===== config.mk =====
export PLATFORM = sky130hd
export DESIGN_NAME = mtc_translator_chopper
export DESIGN_NICKNAME = d
export VERILOG_FILES = /design/src/rtl/mtc_pkg.sv /design/src/rtl/mtc_translator_chopper.sv
export SDC_FILE = /design/constraint.sdc
export NUM_CORES = 1
export LEC_CHECK = 0
export ABC_AREA = 1
export BUFFER_PORTS_ARGS = -buffer_cell sky130_fd_sc_hd__buf_2
export CAP_MARGIN = 20
export CORE_MARGIN = 2
export CORE_UTILIZATION = 46
export DETAILED_ROUTE_END_ITERATION = 8
export SYNTH_ARGS = -nofsm -noshare
export SYNTH_HDL_FRONTEND = slang
export SYNTH_SLANG_ARGS = --single-unit

===== constraint.sdc =====
create_clock -name clk_in -period 15.3 [get_ports clk_in]
set_input_delay 0.765 -clock clk_in [delete_from_list [all_inputs] [get_ports clk_in]]
set_output_delay 0.765 -clock clk_in [all_outputs]
set_load 0.1 [all_outputs]

===== src/rtl/mtc_pkg.sv =====
// Functional notes
// - resolution pins LLL full, HLL half, LHL quarter, HHL eighth, HHH sixteenth.
// - reset loads Home DAC codes and polarities, mixed decay on both phases.
// - each step rising edge advances index by resolution increment, updating DACs.
// - automatic mode picks mixed when new level is lower, else slow.
// - resolution pins take effect only at the next step rising edge.
// - direction pin takes effect only at next step edge, choosing index sense.
// - thermal shutdown or overcurrent returns translator to Home.
// - mixed decay runs fast for 31.25% of off-time, then slow.
// - pin tied high gives 30 us off-time, automatic mixed, slow in full step.
// - pin grounded gives 30 us off-time, mixed decay always in every resolution.
// - resistor mode off-time in us is resistance over 825, automatic decay.
// - while reset is low hold Home, bridges off, step pulses ignored.
// - drive enables diagonal pair; comparator trip ends drive and starts off-time.
// - comparator ignored for about 1 us after each drive switch-on.
// - one-shot holds bridge off for whole off-time, then drive restarts.
// - DAC code is step percentage of full-scale trip current.
// - output-enable high disables bridges; translator keeps working regardless.
//
// package of constants and carrier types for the translator/chopper block
// assumes a 100 MHz system clock
package mtc_pkg;

    localparam int CLK_NS = 10;

    // apb map (byte addresses)
    localparam logic [7:0] ADDR_CTRL   = 8'h00;
    localparam logic [7:0] ADDR_STATUS = 8'h04;
    localparam logic [7:0] ADDR_PHASE  = 8'h08;

    // control register fields
    localparam int CTRL_MODE_LSB = 0;
    localparam int CTRL_OFFTIME_CONFIG_PIN_LSB = 8;
    localparam logic [1:0] CTRL_MODE_RST = 2'h0;
    localparam logic [7:0] CTRL_OFFTIME_CONFIG_PIN_RST = 8'h19;

    // timing
    localparam int BLANK_NS     = 1000;
    localparam int BLANK_CYC    = (BLANK_NS + CLK_NS - 1) / CLK_NS;
    localparam int OFF_US       = 30;
    localparam int OFF_CYC      = OFF_US * 1000 / CLK_NS;
    localparam int OFFTIME_CONFIG_PIN_DIV_OHM = 825;
    localparam int OFFTIME_CONFIG_PIN_SHIFT   = 5;
    localparam int OFFTIME_CONFIG_PIN_MUL     = (1000 * (1000 / CLK_NS) * (1 << OFFTIME_CONFIG_PIN_SHIFT)) / OFFTIME_CONFIG_PIN_DIV_OHM;
    localparam int OFF_MIN_CYC  = 16;
    localparam int FAST_NUM     = 5;
    localparam int FAST_SHIFT   = 4;

    // translator
    localparam logic [5:0] HOME_IDX = 6'h08;
    localparam logic [5:0] QUARTER  = 6'h10;

    typedef enum logic [2:0] {
        RES_FULL    = 3'b000,
        RES_HALF    = 3'b001,
        RES_QUARTER = 3'b010,
        RES_EIGHTH  = 3'b011,
        RES_SIXTEEN = 3'b100
    } mtc_res_type;

    typedef enum logic [1:0] {
        OFF_TIED_HIGH = 2'b00,
        OFF_GROUNDED  = 2'b01,
        OFF_RESISTOR  = 2'b10
    } mtc_offmode_type;

    typedef enum logic [1:0] {
        BR_OFF   = 2'b00,
        BR_DRIVE = 2'b01,
        BR_FAST  = 2'b10,
        BR_SLOW  = 2'b11
    } mtc_bridge_type;

    typedef enum logic [2:0] {
        CH_IDLE  = 3'b000,
        CH_BLANK = 3'b001,
        CH_ON    = 3'b010,
        CH_FAST  = 3'b011,
        CH_SLOW  = 3'b100
    } mtc_chop_type;

    typedef struct packed {
        logic           polarity;
        logic [7:0]     dac;
        logic           mixed;
        mtc_bridge_type bridge;
    } mtc_phase_type;

endpackage


===== src/rtl/mtc_translator_chopper.sv =====
// microstep translator with two fixed off-time pwm choppers and an apb slave
// assumes all inputs synchronous to clk_in; comparator trips come from analog sense
`timescale 1ns/100ps
module mtc_translator_chopper
    import mtc_pkg::*;
#(
    parameter int CNT_W = 16
) (
    // clock and reset
    input  wire logic                clk_in,
    input  wire logic                rstn_in,
    // apb slave
    input  wire logic                psel_in,
    input  wire logic                penable_in,
    input  wire logic                pwrite_in,
    input  wire logic [7:0]          paddr_in,
    input  wire logic [31:0]         pwdata_in,
    output logic                     pready_out,
    output logic                     pslverr_out,
    output logic [31:0]              prdata_out,
    // step interface pins
    input  wire logic                step_in,
    input  wire logic                dir_in,
    input  wire logic                resolution_select_a_in,
    input  wire logic                resolution_select_b_in,
    input  wire logic                resolution_select_c_in,
    input  wire logic                bridge_disable_in,
    // protection events
    input  wire logic                thermal_shutdown_in,
    input  wire logic                overcurrent_protection_in,
    // current comparators, one per phase
    input  wire logic [1:0]          trip_in,
    // per-phase dac, polarity, decay and bridge state
    output mtc_phase_type [1:0]      phase_out
);

////////////////////////////////////////////////////////////////////////////////
// helpers

    function automatic mtc_res_type res_decode(input logic a, input logic b, input logic c);
        case ({c, b, a})
            3'b000:  res_decode = RES_FULL;
            3'b001:  res_decode = RES_HALF;
            3'b010:  res_decode = RES_QUARTER;
            3'b011:  res_decode = RES_EIGHTH;
            3'b111:  res_decode = RES_SIXTEEN;
            default: res_decode = RES_SIXTEEN; // undefined pattern treated as finest
        endcase
    endfunction

    // quarter sine, 17 points, 255 = full-scale trip current
    function automatic logic [7:0] sine_tab(input logic [4:0] k);
        case (k)
            5'h00: sine_tab = 8'h00;
            5'h01: sine_tab = 8'h19;
            5'h02: sine_tab = 8'h32;
            5'h03: sine_tab = 8'h4A;
            5'h04: sine_tab = 8'h62;
            5'h05: sine_tab = 8'h79;
            5'h06: sine_tab = 8'h8E;
            5'h07: sine_tab = 8'hA2;
            5'h08: sine_tab = 8'hB4;
            5'h09: sine_tab = 8'hC5;
            5'h0A: sine_tab = 8'hD4;
            5'h0B: sine_tab = 8'hE1;
            5'h0C: sine_tab = 8'hEC;
            5'h0D: sine_tab = 8'hF4;
            5'h0E: sine_tab = 8'hFA;
            5'h0F: sine_tab = 8'hFE;
            default: sine_tab = 8'hFF;
        endcase
    endfunction

    function automatic logic [7:0] sine_mag(input logic [5:0] idx);
        logic [4:0] k;
        k = idx[4] ? 5'(5'h10 - {1'b0, idx[3:0]}) : {1'b0, idx[3:0]};
        sine_mag = sine_tab(k);
    endfunction

    // decay chosen from the level change that a step makes on one phase
    function automatic logic decay_pick(input mtc_offmode_type m, input mtc_res_type r,
                                        input logic [7:0] lvl_new, input logic [7:0] lvl_old);
        if (m == OFF_GROUNDED)
            decay_pick = 1'b1;
        else if (r == RES_FULL)
            decay_pick = 1'b0;
        else
            decay_pick = (lvl_new < lvl_old);
    endfunction

////////////////////////////////////////////////////////////////////////////////
// control register

    logic [1:0] mode_r;
    logic [7:0] offtime_config_pin_r;
    logic [31:0] prdata_r;

    wire logic setup_w     = psel_in & ~penable_in;
    wire logic access_w    = psel_in & penable_in;
    wire logic hit_ctrl_w  = (paddr_in == ADDR_CTRL);
    wire logic hit_stat_w  = (paddr_in == ADDR_STATUS);
    wire logic hit_phase_w = (paddr_in == ADDR_PHASE);
    wire logic mapped_w    = hit_ctrl_w | hit_stat_w | hit_phase_w;

    wire mtc_offmode_type mode_w = mtc_offmode_type'(mode_r);

    // off-time in cycles: fixed 30 us, or resistor (kohm) scaled by 1/825 us per ohm
    wire logic [CNT_W-1:0] offtime_config_pin_cyc_w = CNT_W'((32'(offtime_config_pin_r) * 32'(OFFTIME_CONFIG_PIN_MUL)) >> OFFTIME_CONFIG_PIN_SHIFT);
    wire logic [CNT_W-1:0] off_raw_w  = (mode_w == OFF_RESISTOR) ? offtime_config_pin_cyc_w : CNT_W'(OFF_CYC);
    // clamp keeps a tiny resistor setting from shrinking the off-time to a few cycles
    wire logic [CNT_W-1:0] off_cyc_w  = (off_raw_w < CNT_W'(OFF_MIN_CYC)) ? CNT_W'(OFF_MIN_CYC) : off_raw_w;
    // 5/16 is exactly 31.25 percent, so only the final shift truncates
    wire logic [CNT_W-1:0] fast_cyc_w = CNT_W'((32'(off_cyc_w) * 32'(FAST_NUM)) >> FAST_SHIFT);
    wire logic [CNT_W-1:0] slow_cyc_w = CNT_W'(off_cyc_w - fast_cyc_w);

    always_ff @(posedge clk_in) begin
        if (!rstn_in) begin
            mode_r <= CTRL_MODE_RST;
            offtime_config_pin_r <= CTRL_OFFTIME_CONFIG_PIN_RST;
        end else if (access_w && pwrite_in && hit_ctrl_w) begin
            mode_r <= pwdata_in[CTRL_MODE_LSB +: 2];
            offtime_config_pin_r <= pwdata_in[CTRL_OFFTIME_CONFIG_PIN_LSB +: 8];
        end
    end

////////////////////////////////////////////////////////////////////////////////
// translator

    logic        step_d_r;
    logic [5:0]  idx_r;
    mtc_res_type res_r;
    logic        dir_r;
    logic [1:0]  mixed_r;

    // faults act as levels: the index stays at Home for as long as either is high
    wire logic hold_home_w = thermal_shutdown_in | overcurrent_protection_in;
    wire logic step_rise_w = step_in & ~step_d_r;
    wire mtc_res_type res_w = res_decode(resolution_select_a_in, resolution_select_b_in,
                                         resolution_select_c_in);
    wire logic [5:0] inc_w = 6'h10 >> res_w;
    // direction and resolution are sampled only here, at the step edge
    wire logic [5:0] idx_nxt = dir_in ? 6'(idx_r + inc_w) : 6'(idx_r - inc_w);

    // phase 1 follows cosine, phase 2 sine; sign from upper half of the cycle
    wire logic [7:0] mag_old_w [2];
    wire logic [7:0] mag_new_w [2];
    wire logic [1:0] pol_w;
    wire logic [1:0] mixed_nxt_w;

    genvar q;
    generate
        for (q = 0; q < 2; q++) begin : g_level
            // the cosine phase leads by a quarter of the 64-entry cycle
            wire logic [5:0] pos_old_w = (q == 0) ? 6'(idx_r + QUARTER) : idx_r;
            wire logic [5:0] pos_new_w = (q == 0) ? 6'(idx_nxt + QUARTER) : idx_nxt;
            assign mag_old_w[q]   = sine_mag(pos_old_w);
            assign mag_new_w[q]   = sine_mag(pos_new_w);
            assign pol_w[q]       = ~idx_nxt_q(pos_old_w);
            assign mixed_nxt_w[q] = decay_pick(mode_w, res_w, mag_new_w[q], mag_old_w[q]);
        end
    endgenerate

    // sign of a phase: the upper half of the 64-entry cycle is negative
    function automatic logic idx_nxt_q(input logic [5:0] idx);
        idx_nxt_q = idx[5];
    endfunction

    always_ff @(posedge clk_in) begin
        if (!rstn_in) begin
            step_d_r <= 1'b1;      // a step held high through reset is not counted
            idx_r    <= HOME_IDX;
            res_r    <= RES_FULL;
            dir_r    <= 1'b1;
            mixed_r  <= 2'b11;
        end else begin
            step_d_r <= step_in;
            if (hold_home_w) begin
                idx_r   <= HOME_IDX;
                mixed_r <= 2'b11;
            end else if (step_rise_w) begin
                idx_r <= idx_nxt;
                res_r <= res_w;
                dir_r <= dir_in;
                mixed_r <= mixed_nxt_w;
            end
        end
    end

////////////////////////////////////////////////////////////////////////////////
// choppers, one per full-bridge

    // disable stops the choppers only; translator above runs regardless
    wire logic kill_w = bridge_disable_in | hold_home_w;

    mtc_chop_type   chop_r [2];
    logic [CNT_W-1:0] cnt_r [2];
    mtc_phase_type  phase_r [2];

    genvar g;
    generate
        for (g = 0; g < 2; g++) begin : g_phase
            mtc_chop_type     st_nxt;
            logic [CNT_W-1:0] cnt_nxt;
            mtc_bridge_type   br_nxt;

            always_comb begin
                st_nxt  = chop_r[g];
                cnt_nxt = (cnt_r[g] != '0) ? CNT_W'(cnt_r[g] - 1'b1) : cnt_r[g];
                case (chop_r[g])
                    CH_IDLE: begin
                        st_nxt  = CH_BLANK;
                        // every duration is a count of system clock cycles
                        cnt_nxt = CNT_W'(BLANK_CYC - 1);
                    end
                    CH_BLANK: begin
                        if (cnt_r[g] == '0)
                            st_nxt = CH_ON;
                    end
                    CH_ON: begin
                        if (trip_in[g]) begin
                            st_nxt  = mixed_r[g] ? CH_FAST : CH_SLOW;
                            cnt_nxt = mixed_r[g] ? CNT_W'(fast_cyc_w - 1'b1) : CNT_W'(off_cyc_w - 1'b1);
                        end
                    end
                    CH_FAST: begin
                        if (cnt_r[g] == '0) begin
                            st_nxt  = CH_SLOW;
                            cnt_nxt = CNT_W'(slow_cyc_w - 1'b1);
                        end
                    end
                    CH_SLOW: begin
                        if (cnt_r[g] == '0) begin
                            st_nxt  = CH_BLANK;
                            cnt_nxt = CNT_W'(BLANK_CYC - 1);
                        end
                    end
                    // an unused state code falls back to idle with the bridge off
                    default: begin
                        st_nxt  = CH_IDLE;
                        cnt_nxt = '0;
                    end
                endcase
                if (kill_w) begin
                    st_nxt  = CH_IDLE;
                    cnt_nxt = '0;
                end
                case (st_nxt)
                    CH_BLANK, CH_ON: br_nxt = BR_DRIVE;
                    CH_FAST:         br_nxt = BR_FAST;
                    CH_SLOW:         br_nxt = BR_SLOW;
                    default:         br_nxt = BR_OFF;
                endcase
            end

            always_ff @(posedge clk_in) begin
                if (!rstn_in) begin
                    chop_r[g]  <= CH_IDLE;
                    cnt_r[g]   <= '0;
                    phase_r[g] <= '{polarity: 1'b1, dac: sine_tab(5'h08), mixed: 1'b1, bridge: BR_OFF};
                end else begin
                    chop_r[g]         <= st_nxt;
                    cnt_r[g]          <= cnt_nxt;
                    phase_r[g].bridge <= br_nxt;
                    phase_r[g].mixed  <= mixed_r[g];
                    phase_r[g].dac    <= (g == 0) ? mag_old_w[0] : mag_old_w[1];
                    phase_r[g].polarity <= pol_w[g];
                end
            end
        end
    endgenerate

    assign phase_out = {phase_r[1], phase_r[0]};

////////////////////////////////////////////////////////////////////////////////
// apb read path: data latched in setup, presented in access

    wire logic [31:0] stat_rd_w = {16'h0000, dir_r, mixed_r, res_r, phase_r[1].bridge,
                                   phase_r[0].bridge, idx_r};
    wire logic [31:0] phase_rd_w = {13'h0000, phase_r[1].polarity, phase_r[1].dac,
                                    1'b0, phase_r[0].polarity, phase_r[0].dac};
    wire logic [31:0] ctrl_rd_w  = {16'h0000, offtime_config_pin_r, 6'h00, mode_r};
    wire logic [31:0] rd_mux_w   = hit_ctrl_w  ? ctrl_rd_w  :
                                   hit_stat_w  ? stat_rd_w  :
                                   hit_phase_w ? phase_rd_w : 32'h0000_0000;

    always_ff @(posedge clk_in) begin
        if (!rstn_in) begin
            prdata_r <= 32'h0000_0000;
        end else if (setup_w && !pwrite_in) begin
            prdata_r <= rd_mux_w;
        end
    end

    // no wait states: every register answers in its access cycle
    assign pready_out  = 1'b1;
    assign pslverr_out = access_w & ~mapped_w;
    assign prdata_out  = prdata_r;

endmodule


[Yosys cells after proc, flatten, opt, wreduce, memory -nomap -nowiden]
Memories as Yosys holds them, arrays and structs flattened.
Cells that the tools add are included.
Cells by class
  equality and inequality tests: 23
  multiply operators: 2
  add/sub/neg operators: 14
  mux-type cells: 63
  reductions and logical operators: 17
  bitwise operators: 27
  order comparisons: 3
  shift-type cells: 1
Operator list (count)
  16-bit two-way mux: 14
  16-bit case mux with 5 select lines: 2
  19-bit two-way mux: 3
  8-bit two-way mux: 6
  16-bit by 1-bit subtractor with 16-bit output (second input constant): 3
  3-bit two-way mux: 14
  16-bit zero test: 2
  16-bit nonzero test: 2
  3-bit by 2-bit equality test with 1-bit output (second input constant): 10
  15-bit two-way mux: 2
  3-bit case mux with 5 select lines: 2
  5-bit two-way mux: 4
  5-bit by 4-bit subtractor with 5-bit output (first input constant): 4
  8-bit by 11-bit multiplier with 19-bit output (second input constant): 1
  15-bit by 3-bit multiplier with 18-bit output (second input constant): 1
  8-bit less-than comparator: 2
  1-bit OR: 16
  15-bit by 1-bit subtractor with 16-bit output (second input constant): 1
  15-bit by 14-bit subtractor with 16-bit output: 1
  3-bit by 1-bit equality test with 1-bit output (second input constant): 5
  15-bit by 5-bit less-than comparator with 1-bit output (second input constant): 1
  14-bit by 1-bit subtractor with 15-bit output (second input constant): 1
  3-bit equality test (second input constant): 4
  3-bit zero test: 4
  other kinds (21): 45
Storage, ports and cells
  memory bits (read-only): 512
  memories kept: 7
  RAM bits: 62
  output and inout port bits: 58
  register bits: 55
Memories
  (no name shown): words 16, bits a word 8, rd ports 1, clocked after Yosys merged registers in 0, write ports 0, RTL line mtc_translator_chopper.sv:53  | case (k)
  (no name shown): words 16, bits a word 8, rd ports 1, clocked after Yosys merged registers in 0, write ports 0, RTL line mtc_translator_chopper.sv:53
  (no name shown): words 16, bits a word 8, rd ports 1, clocked after Yosys merged registers in 0, write ports 0, RTL line mtc_translator_chopper.sv:53
  (no name shown): words 16, bits a word 8, rd ports 1, clocked after Yosys merged registers in 0, write ports 0, RTL line mtc_translator_chopper.sv:53
  cnt_r: words 2, bits a word 16, rd ports 2, clocked after Yosys merged registers in 0, write ports 2, RTL line mtc_translator_chopper.sv:196  | logic [CNT_W-1:0] cnt_r [2];
  phase_r: words 2, bits a word 12, rd ports 2, clocked after Yosys merged registers in 0, write ports 2, RTL line mtc_translator_chopper.sv:197  | mtc_phase_type phase_r [2];
  1 more memories

[Longest topological paths before layout]
An unclocked memory read counts as a cell.
  word-level depth: 13
  gate-level depth with buffers: 50

[Worst setup path after synthesis]
Ideal clock, no wire load.
  kind: reg2reg
  from: register offtime_config_pin_r[2]
  to: memory cnt_r[1][14]
  path buffers: 0
  arrival: 7016 ps
  clock period less this slack: 7086 ps
  data required time: 15230 ps
  library setup time: 70 ps
  cell stages (with the launch flop): 43
  path slack: 8214 ps
  path through: dfxtp_1 > inv_1 > fa_1 > inv_1 > ha_1 > fa_1 > inv_1 > fa_1 > inv_1 > ha_1 > nand2_1 > inv_1 > nand2_1 > nand2_1 > a21oi_1 > nand3b_1 > nand3_2 > nand2_2 > (+7 left out) > o21ai_1 > nand2_1 > o211ai_1 > a21oi_1 > o21bai_1 > a21oi_1 > o21bai_1 > xor2_1 > inv_1 > ha_1 > a21o_1 > nor2_1 > o21ai_0 > inv_1 > nand2_1 > nand3_1 > nand3_1 > a21oi_1
RTL lines
  from (decl): RTL line mtc_translator_chopper.sv:95  | logic [7:0] offtime_config_pin_r;
  from (signal assigned): RTL line mtc_translator_chopper.sv:122  | offtime_config_pin_r <= pwdata_in[CTRL_OFFTIME_CONFIG_PIN_LSB +: 8];
  to (decl): RTL line mtc_translator_chopper.sv:196

==> impl_metrics.toml <==
[yosys]
ys_seq_elements = 104
ys_warn_count = 0
yosysUniqueCellTypes = 62
synth_enable_flop_cells = 0
yosys.area.top_type_share_pct = 17.93
synthMuxAreaShare_pct = 0
synth_xor_area_share_pct = 5.119
synth.avg_cell_area_um2 = 6.516
yosysSeqAreaShare_pct = 17.93
synth_top_family_by_area = "simple AND/OR/NAND/NOR gates"
synth_flop_cell = "dfxtp_1"
synthCells = 1782
synthSimpleGateAreaFrac_pct = 28.51
netlist_area_um2 = 11610
synth_top_area_cell = "dfxtp_1"
synthAdderAreaFrac_pct = 17.74
netlist_top_cells_area = "dfxtp_1 (18%), ha_1 (14%), nand2_1 (11%), inv_1 (9.5%), nor2_1 (5.5%)"
synth_compound_area_share_pct = 18.88
async_flop_share_pct = 0

[finish]
final_common_cell = "nand2_1"
final_area_um2 = 12670
final_cell_mix = "nand2_1 (352), inv_1 (295), nor2_1 (171)"
fin_nets = 2061
antennaDiodeCount = 0
areaGrowthSynthToFinish_pct = 9.138
layout-drive-gt1-share_pct = 10.06
final_util_pct = 50.76
fin_cells = 2189

[clock_tree]
htreeDepth = 3
clock_sinks = 104
cts_buffer_depth = 2
post_cts_buffers = 0
ctsHoldBuffers = 0
cts_buffers = 9
clkTransAtPathRegs_ns = 0.09
cts_tree = "built"
cts_resized = 0
cts_root_buf = "clkbuf_16"
worstSkewPairLatency_ns = 0.38

[critical_path]
cp.required_ns = 15.61
critPathMaxStageDelay_ns = 0.56
worstPathMaxFanout = 7
cpMostUsedCell = "inv_1"
start_kind = "register"
path_class = "register to register"
end_kind = "register"
startpoint = "offtime_config_pin_r[2]"
arrival_ns = 8.52
cp_slowest_cell = "fa_1"
r2r-start = "offtime_config_pin_r[2]"

[placed_design]
gp_congestion = 0.9626
io_buffer_count = 76
dp.cells = 2172
place_hpwl_mm = 29.31
place_area_um2 = 12320

[sta]
min_period_ns = 8.217
finalCritPeriodShare_pct = 53.70
hold_viol_final = 0
maxSlewViolCount = 0
max-slew-margin-rel_pct = 39.41
max_freq_mhz = 121.7
rsz0062_at_grt = "no"
tns_ns = 0
worst_slew_pin_slew_ns = 0.9020
final-setup-viol-count = 0
skew_ns = 0.01632

[die]
coreArea_um2 = 24960
io_pins = 113
rows = 58
die_h_um = 162.9
die-area_um2 = 26530
start_util_pct = 46.51
die_w_um = 162.9

[hold_path]
hp-start = "prdata_out[14]"
hold_path_class = "register to register"

[power_and_ir_drop]
p_leak_nw = 6.432
power.share.switching_pct = 36.83
p_per_area_nw_per_um2 = 55.18
power.net_switching_mw = 0.2575
combPwrFrac_pct = 24.0
ir_worst_vdd_uv = 62.28
intPower_mw = 0.4417
p_clk_share_pct = 36.3
power_frac_seq_pct = 39.7

[drt]
wirelength_mm = 36.14
drtIter0Drc = 950
post_drt_wl_per_cell_um = 16.51
ant_nets = 0
firstDrtPassIters = 5
remaining_drc_errors = 0
viasPerCell = 5.386
dr_total_vias = 11789

[grt]
grt_pass1_wl_mm = 57.73
overflow = 0
grt_pass1_vias = 11178
track_usage_pct = 27.43
antenna_found_initial = 0
grt_max_degree = 34

[status]
outcome = "completed"

[run]
maxCapViolations = 0
synth_stat cells, types with 14 or more instances:
cell,n
inv_1,295
clkbuf_1,19
fa_1,21
o211ai_1,18
xnor2_1,17
o21ai_0,98
nand2_2,19
nor2_1,171
nor3_1,26
buf_4,14
nand3_1,93
a21oi_1,128
a211oi_1,22
or2_2,16
dfxtp_1,104
ha_1,131
nand2_1,352
xor2_1,49
layer usage:
layer,track usage [%],vias up,share of wire (%)
met5,0,-,0
met4,9.493,0,3.3
met3,3.922,69,5.8
met2,46.80,384,46
met1,35.38,5358,45
li1,-,5978,-
worst paths after layout:
check,to,slack (ns),cells past startpoint
setup reg to reg,cnt_r[0][14],7.08,44
hold reg to reg,prdata_out[14],0.47,2
setup / recovery,cnt_r[0][14],7.08,44
hold / removal,prdata_out[14],0.47,2
critical path, delay by kind of cell, from the launching register on:
family                     cells  cell delay [ns]
AOI/OAI and AO/OA             10             1.69
xor gates and xnor gates       1             0.26
adders and majority gates      8             3.43
buffers and inverters          9             0.74
and+or+nand+nor               16             1.58
DFF                            1             0.43
cells by family after synthesis:
| logic type | Yosys count |
|---|---|
| buffers and inverters | 347 |
| flip-flops | 104 |
| AND/OR/NAND/NOR | 744 |
| adder cells (fa/ha/maj) | 152 |
| other | 2 |
| XOR/XNOR | 67 |
| AO/OA/AOI/OAI | 366 |
power groups by stage:
stage	clock, mW	combinational (mW)	sequential (mW)
after CTS	0.258	0.166	0.277
after global routing	0.268	0.185	0.278
after floorplan	0	0.113	0.301
after detailed placement	0	0.165	0.284
final	0.254	0.168	0.278
after global placement	0	0.164	0.284
sequential cells by signal, indices dropped and copies added, names as in the netlist:
register	count
g_level.pos_old_w	6
chop_r	6
mode_r	2
offtime_config_pin_r	8
cnt_r	32
prdata_out	19
dir_r	1
mixed_r	2
res_r	3
step_d_r	1
phase_r	24
area by class of cell:
type / count / area, µm²
repair buffers: 85 / 467.9
clock buffers: 9 / 225.2
inverters: 311 / 1167
multi-input cells: 1343 / 8220
clock inverters: 7 / 96.34
flip-flops and latches: 104 / 2082
well taps: 330 / 412.9
fillers: 2632 / 12290
metrics by stage:
step | total power [mW] | setup WS (ns) | hold WS, ns
final | 0.6993 | 7.083 | 0.4720
after global routing | 0.7313 | 6.347 | 0.4875
after CTS | 0.7012 | 7.076 | 0.4712
after detailed placement | 0.4490 | 7.102 | 0.4569
after global placement | 0.4474 | 7.206 | 0.4539
after floorplan | 0.4142 | 8.215 | 0.3926
Power figures use the tool's default switching activity.
